[src/pkg/spi_ctl_defs.svh]
// Purpose: register offsets, field positions, reset values and counts
// Assumes: 8-bit registers on a plain strobe port
// Notes:   definitions only
`ifndef SPI_CTL_DEFS_SVH
`define SPI_CTL_DEFS_SVH

// register offsets on the 2-bit address port
`define SPI_ADDR_CTRL   2'h0
`define SPI_ADDR_STAT   2'h1
`define SPI_ADDR_DATA   2'h2

// control_reg fields
`define SPI_C_RXIE      7
`define SPI_C_MASTER_SELECT_ALIAS      5
`define SPI_C_CPOL      4
`define SPI_C_CLOCK_PHASE_SELECT      3
`define SPI_C_WOM       2
`define SPI_C_EN        1
`define SPI_C_TXIE      0
`define SPI_C_MASK      8'hbf
`define SPI_CTRL_RST    8'h28

// status_control_reg fields
`define SPI_S_RXF       7
`define SPI_S_ERROR_IRQ_ENABLE     6
`define SPI_S_OVR       5
`define SPI_S_MODE_FAULT_FLAG      4
`define SPI_S_TXE       3
`define SPI_S_MFDE      2
`define SPI_S_BAUD_HI   1
`define SPI_S_BAUD_LO   0

// half period of the master serial clock, in bus clocks, before scaling
`define SPI_HALF_BASE   5'h02
// clock edges in one byte: eight cycles, two edges each
`define SPI_EDGES       5'h10

`endif

[src/pkg/spi_ctl_pkg.sv]
// Purpose: shared types of the serial unit control block
// Assumes: nothing
// Notes:   constants live in spi_ctl_defs.svh
package spi_ctl_pkg;

  // transfer engine states, one-hot
  typedef enum logic [1:0] {
    ST_IDLE = 2'b01,
    ST_RUN  = 2'b10
  } st_type;

  // the three serial pins the unit may own
  typedef struct packed {
    logic sck;
    logic mosi;
    logic miso;
  } pin_type;

endpackage

[src/rtl/spi_pin_sync.sv]
// Purpose: two-flop synchroniser for the serial pins
// Assumes: bit order {miso, mosi, sck, select_n}
// Notes:   only the second stage leaves this module
`timescale 1ns/10ps
module spi_pin_sync (
  input  wire logic       i_mclk,    // bus clock
  input  wire logic       i_sys_rst, // sync reset, high
  input  wire logic [3:0] i_raw,     // pins from outside
  output logic      [3:0] o_sync     // pins after two flops
);

  logic [3:0] meta_q;

  // one flop pair per pin; select idles high so it resets high
  genvar g;
  generate
    for (g = 0; g < 4; g = g + 1)
    begin : g_bit
      always_ff @(posedge i_mclk)
      begin
        if (i_sys_rst)
        begin
          meta_q[g] <= (g == 0) ? 1'b1 : 1'b0;
          o_sync[g] <= (g == 0) ? 1'b1 : 1'b0;
        end
        else
        begin
          meta_q[g] <= i_raw[g];
          o_sync[g] <= meta_q[g];
        end
      end
    end
  endgenerate

endmodule

[src/rtl/spi_ctl.sv]
// Purpose: control, status, fault and pin ownership of a byte serial unit
// Assumes: 200 MHz bus clock; pins are asynchronous to it
// Notes:   master clock is divided from the bus clock
//
// How it works
// - phase 0 deselect faults; phase 1 deselect alone does not
// - slave fault requests error irq, keeps enable
// - deselected slave floats output, ignores clocks
// - fault clears after status read then control write
// - tx irq needs tx enable and unit enable
// - rx irq ignores unit enable
// - one error enable gates overrun and fault
// - rx full clears: status read, then data read
// - only a data write clears tx empty
// - completed byte into rx buffer sets rx full
// - tx buffer into shifter sets tx empty
// - system reset restores every bit
// - disabled: tx empty held, shifter and counter cleared
// - disabled keeps control bits and rx full, overrun and fault flags
// - master fault clears unit enable
// - wait: runs, registers closed, irq wakes
// - stop halts and holds; reset aborts
// - break without clear enable freezes flag clears
// - data write in frozen break does nothing
// - slave output driven only as selected slave
// - enabled unit owns pin directions
// - eight clock cycles move one byte each way
// - master bit resets to master
// - master sees select low: fault
//
// The register offsets and the plain strobed port were chosen for this implementation.
`timescale 1ns/10ps
`include "spi_ctl_defs.svh"
module spi_ctl (
  input  wire logic       i_mclk,      // bus clock, 200 MHz
  input  wire logic       i_sys_rst,   // sync reset, high
  input  wire logic [1:0] i_addr,      // register address
  input  wire logic [7:0] i_wdata,     // write data
  input  wire logic       i_wr,        // write strobe
  input  wire logic       i_rd,        // read strobe
  output logic      [7:0] o_rdata,     // read data, cycle after strobe
  input  wire logic       i_wait,      // processor in wait mode
  input  wire logic       i_stop,      // processor in stop mode
  input  wire logic       i_break,     // debug break active
  input  wire logic       i_brk_clr_en,// break_clear_enable
  input  wire logic       i_ss_n,      // select pin, low active
  input  wire logic       i_sck,       // serial_clock_pin in
  output logic            o_sck,       // serial_clock_pin out
  output logic            o_sck_oe_n,  // low while driving
  input  wire logic       i_mosi,      // master out pin in
  output logic            o_mosi,      // master out pin out
  output logic            o_mosi_oe_n, // low while driving
  input  wire logic       i_miso,      // slave out pin in
  output logic            o_miso,      // slave out pin out
  output logic            o_miso_oe_n, // low while driving
  output logic            o_pins_owned,// unit owns pin directions
  output logic            o_tx_irq,    // transmitter request
  output logic            o_rx_irq,    // receiver/error request
  output logic            o_wake       // wake from wait
);

  logic [3:0]          sync_w;
  logic [7:0]          ctrl_q;
  logic                error_irq_enable_q, mfde_q;
  logic [1:0]          baud_q;
  logic                rxf_q, ovr_q, mode_fault_flag_q, txe_q;
  logic                rxf_arm_q, ovr_arm_q, mode_fault_flag_arm_q;
  logic [7:0]          tx_buf_q, rx_buf_q, shreg_q;
  logic                bit_q, sck_prev_q, ss_low_prev_q, sck_int_q;
  logic [4:0]          edge_cnt_q, div_q;
  spi_ctl_pkg::st_type st_q;
  spi_ctl_pkg::pin_type pout_d, poe_n_d;

  // edge number parity decides sample versus shift for each phase
  function automatic logic is_sample(input logic clock_phase_select, input logic [4:0] n);
    is_sample = n[0] ^ clock_phase_select;
  endfunction

  // pins pass two flops first; only stage two is read here
  spi_pin_sync u_sync (
    .i_mclk    (i_mclk),
    .i_sys_rst (i_sys_rst),
    .i_raw     ({i_miso, i_mosi, i_sck, i_ss_n}),
    .o_sync    (sync_w)
  );

  // register access; the port is closed while in wait
  wire acc     = ~i_wait & ~i_stop;
  wire frz     = i_break & ~i_brk_clr_en;
  wire wr_ctrl = i_wr & acc & (i_addr == `SPI_ADDR_CTRL);
  wire wr_stat = i_wr & acc & (i_addr == `SPI_ADDR_STAT);
  wire wr_data = i_wr & acc & (i_addr == `SPI_ADDR_DATA) & ~frz;
  wire rd_stat = i_rd & acc & (i_addr == `SPI_ADDR_STAT);
  wire rd_data = i_rd & acc & (i_addr == `SPI_ADDR_DATA);

  // decoded control
  wire en     = ctrl_q[`SPI_C_EN];
  wire master_select_alias   = ctrl_q[`SPI_C_MASTER_SELECT_ALIAS];
  wire clock_phase_select   = ctrl_q[`SPI_C_CLOCK_PHASE_SELECT];
  wire cpol   = ctrl_q[`SPI_C_CPOL];
  wire wom    = ctrl_q[`SPI_C_WOM];
  wire run    = (st_q == spi_ctl_pkg::ST_RUN);
  wire ss_low = ~sync_w[0];
  wire s_sck  = sync_w[1];
  wire in_now = master_select_alias ? sync_w[3] : sync_w[2];

  // edge events; a deselected slave sees no clocks at all
  wire [4:0] half_w  = `SPI_HALF_BASE << baud_q;
  wire m_tick  = run & master_select_alias & (div_q == 5'h00);
  wire s_edge  = en & ~master_select_alias & ss_low & (s_sck != sck_prev_q);
  wire s_lead  = s_edge & (s_sck != cpol);
  wire s_start0 = en & ~master_select_alias & ~clock_phase_select & ~run & ss_low & ~ss_low_prev_q;
  wire s_start1 = en & ~master_select_alias & clock_phase_select & ~run & s_lead;
  wire m_start  = en & master_select_alias & ~run & ~txe_q;
  wire start    = m_start | s_start0 | s_start1;
  wire load_tx  = start & ~txe_q;
  wire edge_evt = run & (master_select_alias ? m_tick : s_edge);
  wire [4:0] n_w = edge_cnt_q + 5'h01;
  wire do_samp  = edge_evt & is_sample(clock_phase_select, n_w);
  wire done     = edge_evt & (n_w == `SPI_EDGES);
  wire do_shift = edge_evt & ~is_sample(clock_phase_select, n_w) & (n_w != 5'h01) & ~done;
  wire fin_bit  = clock_phase_select ? in_now : bit_q;
  wire [7:0] fin_byte = {shreg_q[6:0], fin_bit};
  wire s_abort  = run & ~master_select_alias & ~ss_low;

  // faults: master sees select low, or selected slave loses select
  wire m_fault  = en & master_select_alias & mfde_q & ss_low;
  wire s_fault  = en & ~master_select_alias & mfde_q & s_abort;
  wire fault    = m_fault | s_fault;

  // overrun keeps the unread byte; later bytes drop until cleared
  wire rx_commit = done & ~rxf_q & ~ovr_q;
  wire ovr_set   = done & rxf_q;

  // control register: master fault drops the enable, slave fault not
  always_ff @(posedge i_mclk)
  begin
    if (i_sys_rst)
      ctrl_q <= `SPI_CTRL_RST;
    else if (~i_stop)
    begin
      if (wr_ctrl)
        ctrl_q <= i_wdata & `SPI_C_MASK;
      if (m_fault)
        ctrl_q[`SPI_C_EN] <= 1'b0;
    end
  end

  // status control bits survive disable; only reset or a status write changes them
  always_ff @(posedge i_mclk)
  begin
    if (i_sys_rst)
    begin
      error_irq_enable_q <= 1'b0;
      mfde_q  <= 1'b0;
      baud_q  <= 2'h0;
    end
    else if (~i_stop & wr_stat)
    begin
      error_irq_enable_q <= i_wdata[`SPI_S_ERROR_IRQ_ENABLE];
      mfde_q  <= i_wdata[`SPI_S_MFDE];
      baud_q  <= i_wdata[`SPI_S_BAUD_HI:`SPI_S_BAUD_LO];
    end
  end

  // two-step clears arm on a status read; frozen break blocks both steps
  always_ff @(posedge i_mclk)
  begin
    if (i_sys_rst)
    begin
      rxf_q <= 1'b0;
      ovr_q <= 1'b0;
      mode_fault_flag_q <= 1'b0;
      rxf_arm_q <= 1'b0;
      ovr_arm_q <= 1'b0;
      mode_fault_flag_arm_q <= 1'b0;
    end
    else if (~i_stop)
    begin
      if (rd_stat & rxf_q & ~frz)
        rxf_arm_q <= 1'b1;
      else if (rd_data & ~frz)
        rxf_arm_q <= 1'b0;
      if (rd_stat & ovr_q & ~frz)
        ovr_arm_q <= 1'b1;
      else if (rd_data & ~frz)
        ovr_arm_q <= 1'b0;
      // a fault anywhere in the sequence cancels it
      if (fault)
        mode_fault_flag_arm_q <= 1'b0;
      else if (rd_stat & mode_fault_flag_q & ~frz)
        mode_fault_flag_arm_q <= 1'b1;
      else if (wr_ctrl & ~frz)
        mode_fault_flag_arm_q <= 1'b0;
      // set wins over a clear in the same cycle
      if (rx_commit)
        rxf_q <= 1'b1;
      else if (rd_data & rxf_arm_q & ~frz)
        rxf_q <= 1'b0;
      if (ovr_set)
        ovr_q <= 1'b1;
      else if (rd_data & ovr_arm_q & ~frz)
        ovr_q <= 1'b0;
      if (fault)
        mode_fault_flag_q <= 1'b1;
      else if (wr_ctrl & mode_fault_flag_arm_q & ~frz)
        mode_fault_flag_q <= 1'b0;
    end
  end

  // tx empty: set by a load, held while disabled, cleared by data write
  always_ff @(posedge i_mclk)
  begin
    if (i_sys_rst)
    begin
      txe_q    <= 1'b1;
      tx_buf_q <= 8'h00;
    end
    else if (~i_stop)
    begin
      if (wr_data)
        tx_buf_q <= i_wdata;
      if (~en | load_tx)
        txe_q <= 1'b1;
      else if (wr_data)
        txe_q <= 1'b0;
    end
  end

  // receive buffer only takes bytes with no pending unread one
  always_ff @(posedge i_mclk)
  begin
    if (i_sys_rst)
      rx_buf_q <= 8'h00;
    else if (~i_stop & rx_commit)
      rx_buf_q <= fin_byte;
  end

  // transfer engine; disable or deselect aborts mid-byte
  always_ff @(posedge i_mclk)
  begin
    if (i_sys_rst)
    begin
      st_q       <= spi_ctl_pkg::ST_IDLE;
      shreg_q    <= 8'h00;
      bit_q      <= 1'b0;
      edge_cnt_q <= 5'h00;
    end
    else if (~i_stop)
    begin
      if (~en)
      begin
        st_q       <= spi_ctl_pkg::ST_IDLE;
        shreg_q    <= 8'h00;
        edge_cnt_q <= 5'h00;
      end
      else if (s_abort | done)
      begin
        st_q       <= spi_ctl_pkg::ST_IDLE;
        edge_cnt_q <= 5'h00;
      end
      else if (start)
      begin
        st_q       <= spi_ctl_pkg::ST_RUN;
        edge_cnt_q <= s_start1 ? 5'h01 : 5'h00;
        if (load_tx)
          shreg_q <= tx_buf_q;
      end
      else if (edge_evt)
      begin
        edge_cnt_q <= n_w;
        if (do_samp)
          bit_q <= in_now;
        if (do_shift)
          shreg_q <= {shreg_q[6:0], bit_q};
      end
    end
  end

  // master clock divider and pin edge history
  always_ff @(posedge i_mclk)
  begin
    if (i_sys_rst)
    begin
      div_q         <= 5'h00;
      sck_int_q     <= 1'b0;
      sck_prev_q    <= 1'b0;
      ss_low_prev_q <= 1'b0;
    end
    else if (~i_stop)
    begin
      sck_prev_q    <= s_sck;
      ss_low_prev_q <= ss_low;
      if (~run | ~en)
      begin
        div_q     <= half_w - 5'h01;
        sck_int_q <= 1'b0;
      end
      else if (m_tick)
      begin
        div_q     <= half_w - 5'h01;
        sck_int_q <= ~sck_int_q;
      end
      else
        div_q <= div_q - 5'h01;
    end
  end

  // pin values and enables; wired-or drives only zeros
  always_comb
  begin
    pout_d.sck   = cpol ^ sck_int_q;
    pout_d.mosi  = shreg_q[7];
    pout_d.miso  = shreg_q[7];
    poe_n_d.sck  = ~(en & master_select_alias & (~wom | ~pout_d.sck));
    poe_n_d.mosi = ~(en & master_select_alias & (~wom | ~pout_d.mosi));
    poe_n_d.miso = ~(en & ~master_select_alias & ss_low & (~wom | ~pout_d.miso));
  end

  // read mux; reserved and unmapped read zero
  wire [7:0] stat_w = {rxf_q, error_irq_enable_q, ovr_q, mode_fault_flag_q, txe_q, mfde_q, baud_q};
  wire [7:0] rd_w   = (i_addr == `SPI_ADDR_CTRL) ? ctrl_q :
                      (i_addr == `SPI_ADDR_STAT) ? stat_w :
                      (i_addr == `SPI_ADDR_DATA) ? rx_buf_q : 8'h00;
  wire tx_req = txe_q & ctrl_q[`SPI_C_TXIE] & en;
  wire rx_req = (rxf_q & ctrl_q[`SPI_C_RXIE]) |
                ((ovr_q | mode_fault_flag_q) & error_irq_enable_q);

  // every output leaves from a flop
  always_ff @(posedge i_mclk)
  begin
    if (i_sys_rst)
    begin
      o_rdata      <= 8'h00;
      o_sck        <= 1'b0;
      o_mosi       <= 1'b0;
      o_miso       <= 1'b0;
      o_sck_oe_n   <= 1'b1;
      o_mosi_oe_n  <= 1'b1;
      o_miso_oe_n  <= 1'b1;
      o_pins_owned <= 1'b0;
      o_tx_irq     <= 1'b0;
      o_rx_irq     <= 1'b0;
      o_wake       <= 1'b0;
    end
    else if (~i_stop)
    begin
      o_rdata      <= (i_rd & acc) ? rd_w : 8'h00;
      o_sck        <= pout_d.sck;
      o_mosi       <= pout_d.mosi;
      o_miso       <= pout_d.miso;
      o_sck_oe_n   <= poe_n_d.sck;
      o_mosi_oe_n  <= poe_n_d.mosi;
      o_miso_oe_n  <= poe_n_d.miso;
      o_pins_owned <= en;
      o_tx_irq     <= tx_req;
      o_rx_irq     <= rx_req;
      o_wake       <= i_wait & (tx_req | rx_req);
    end
  end
endmodule

[config.mk]
export PLATFORM = sky130hd
export DESIGN_NAME = spi_ctl
export DESIGN_NICKNAME = d
export VERILOG_FILES = /design/src/pkg/spi_ctl_pkg.sv /design/src/rtl/spi_pin_sync.sv /design/src/rtl/spi_ctl.sv
export VERILOG_INCLUDE_DIRS = /design/src /design/src/pkg
export SDC_FILE = /design/constraint.sdc
export NUM_CORES = 1
export LEC_CHECK = 0
export BUFFER_PORTS_ARGS = -buffer_cell sky130_fd_sc_hd__buf_2
export CAP_MARGIN = 30
export CORE_ASPECT_RATIO = 0.6
export CORE_UTILIZATION = 63
export DETAILED_ROUTE_END_ITERATION = 10
export GPL_TIMING_DRIVEN = 1
export PLACE_DENSITY = 0.84
export SLEW_MARGIN = 20
export SYNTH_ARGS = -nofsm -noshare
export SYNTH_HDL_FRONTEND = slang
export SYNTH_SLANG_ARGS = --single-unit
export TNS_END_PERCENT = 20
[constraint.sdc]
create_clock -name i_mclk -period 4.1 [get_ports i_mclk]
set_input_delay 0.615 -clock i_mclk [delete_from_list [all_inputs] [get_ports i_mclk]]
set_output_delay 0.615 -clock i_mclk [all_outputs]
set_load 0.005 [all_outputs]
==> metrics.txt <==
synthesis-to-layout area growth 9.67%; max_cap viols 0; GRT Residual Overflow 0; CTS root buf clkbuf_8; final worst setup slack 1800 ps; Slew HR 40.1%; Fin. Hold Viols 0; synthesized flop and latch total 83; post-route ant nets 0; overall power 1.49 mW; ANT cells 0; static leakage 1.79 nW; maximum vdd drop 0.229 mV; Synth area leader dfxtp_1; first-pass GRT wire length 15.6 mm; Flop pwr share 55.3%; largest net degree at the start of global routing 57; Tightest Pin Transition 899 ps; syn_nets 476; cell area after synthesis 4100 µm²; top cells by area, synth dfxtp_1 41%, mux2i_1 10%, nor2_1 4.5%; pre-CTS WS 1310 ps; final setup TNS 0 ps; Initial DRT Pass Iterations 5; die area 6850 µm²; warnings from Yosys 0; Total Wirelength 9.55 mm; post-cts sizing count 0; Hold Crit Depth 1; reg-to-reg slack, setup 1800 ps; Psw 0.364 mW; post-synthesis sequential area ratio 40.5%; Final Critical Period 2300 ps; CTS hold repair buffers 0; Worst Hold Endpoint u_sync.o_sync[0]; Worst Path Buf+Inv 0; cts bufs inserted 9; initial antenna violation count 0; io pins 40; WL/cell 16.9 µm; top cell type's share of synthesized area 40.5%; crit-path cells ha_1 -> nand3_1 -> nor3_1 -> a31oi_4 -> and4b_1 -> mux2i_1; CP endpoint kind flop; Clock Latency Late Sink 370 ps; detailed-route DRC error count 0; CP Max Fanout 10; Distinct cells, synth 66; HP Class reg -> reg; Clk pwr share 38.3%; delay-heaviest family, CP simple AND/OR/NAND/NOR gates; Synth Flop Type dfxtp_1; RePlAce Congestion 0.847; Post-synth EDFFs 0; Reg-to-Reg End rx_buf_q[3]; final number of setup-violating endpoints 0; final-report max-slew violation count 0; core area 6190 µm²; Crit Path Category reg -> reg; port buffer count 39; Max Freq 436 MHz; Reg2Reg Launch Point edge_cnt_q[0]; row count 22; effective utilization at floorplan 66.2%; top-count cell post-synth dfxtp_1; RSZ-0062 raised after global routing no; CP max stage delay 560 ps; Starting DRT DRC Count 210; CP Launch Type flop; H-tree levels 3; CTS Sinks 83; logic gate share of total power 6.5%; Post-synth top cells 83 x dfxtp_1, 49 x nor2_1, 41 x mux2i_1, 25 x nand2b_1, 24 x nor2b_1; status finished clean; CP arrival 2600 ps; vias in the first global route 3193; post-synthesis async set-or-reset flop share 0%; Int Pwr 1.12 mW; clk slew on worst S/H paths 80 ps; skew final 10.5 ps; hold path start u_sync.meta_q[0]; Post-Synthesis Cells 449; tightest hold margin 409 ps; Via Count 3394; Tcrit/Tclk final 56.0%; pwr/cell area 331 nW/µm²; ratio of cells with drive above 1 in the final layout 17.0%; Die Height 64.5 µm; nets@finish 503; DR vias/cell 6.01; Die W 106 µm; total track usage 29.8%; Worst R2R Path Depth 6; CTS Buffer Depth 2; switching share of power 24.5%; TritonCTS clock tree yes; post-CTS setup buffer count 0; syn_area_per_cell 9.14 µm²; Crit path required time 4400 ps; final instance area 4500 µm²; hpwl dp 6.55 mm; CP max stage cell dfxtp_1; placed inst area 4270 µm²
-- stage by stage --
step	util (%)	instances
floorplan	-	449
detailed placement	69.0	547
global route	72.6	565
CTS	72.1	563
finish	72.6	565
global placement	69.0	547
-- how the worst max path moves through the flow --
stage,from,endpoint,slack (ps),cells past startpoint
2_1_floorplan,edge_cnt_q[0],bit_q,2240,6
3_3_place_gp,i_stop,mode_fault_flag_q,1430,6
3_5_place_dp,i_stop,ctrl_q[5],1310,5
4_1_cts,i_stop,ctrl_q[5],1720,5
5_1_grt,i_stop,ovr_q,1560,6
6_report,edge_cnt_q[0],rx_buf_q[3],1800,6
-- power groups by stage --
stage	registers, mW	clock network, mW	logic [mW]
finish	0.823	0.569	0.0961
global route	0.824	0.612	0.104
CTS	0.822	0.576	0.0917
detailed placement	0.841	0	0.0912
global placement	0.841	0	0.0888
floorplan	0.838	0	0.0670
-- registers in the layout, indices dropped and copies added, names as in the netlist, 2 cells and up --
signal / cells
u_sync.o_sync: 4
div_q: 5
rx_buf_q: 8
baud_q: 2
edge_cnt_q: 5
st_q: 2
u_sync.meta_q: 4
ctrl_q: 7
o_rdata: 8
shreg_q: 8
tx_buf_q: 8
-- layout by cell type, fill, tap and decap left out, types with 17 or more instances in the layout --
cell type and count:
o21ai_0 20, nor2b_1 24, buf_2 39, nand2_1 17, mux2i_1 41, nor2_1 49, dfxtp_1 83, a21oi_1 23
nand2b_1 25
-- metal layers --
layer,global-route usage (%),wire (µm),vias up
met5,0,0,-
met3,8.05,596,17
met4,11.5,136,0
met2,47.9,4290,108
li1,-,-,1643
met1,38.5,4530,1626
-- cells by family after synthesis --
logic type | Yosys count | share of synthesized area, %
and+or+nand+nor | 168 | 22.7
muxes | 45 | 11.1
buffers and inverters | 38 | 4.42
AOI/OAI and AO/OA | 106 | 18.9
adders and majority gates | 5 | 1.52
xor gates and xnor gates | 4 | 0.854
DFF | 83 | 40.5
-- cell type report --
cell class / count / area [µm²]
clock buffer: 13 / 169
timing repair buffer: 42 / 238
tap: 84 / 105
multi-input combinational: 328 / 2260
inverter: 12 / 45.0
clock inverter: 3 / 21.3
fill: 485 / 1690
sequential: 83 / 1660
Power figures use the tool's default switching activity.
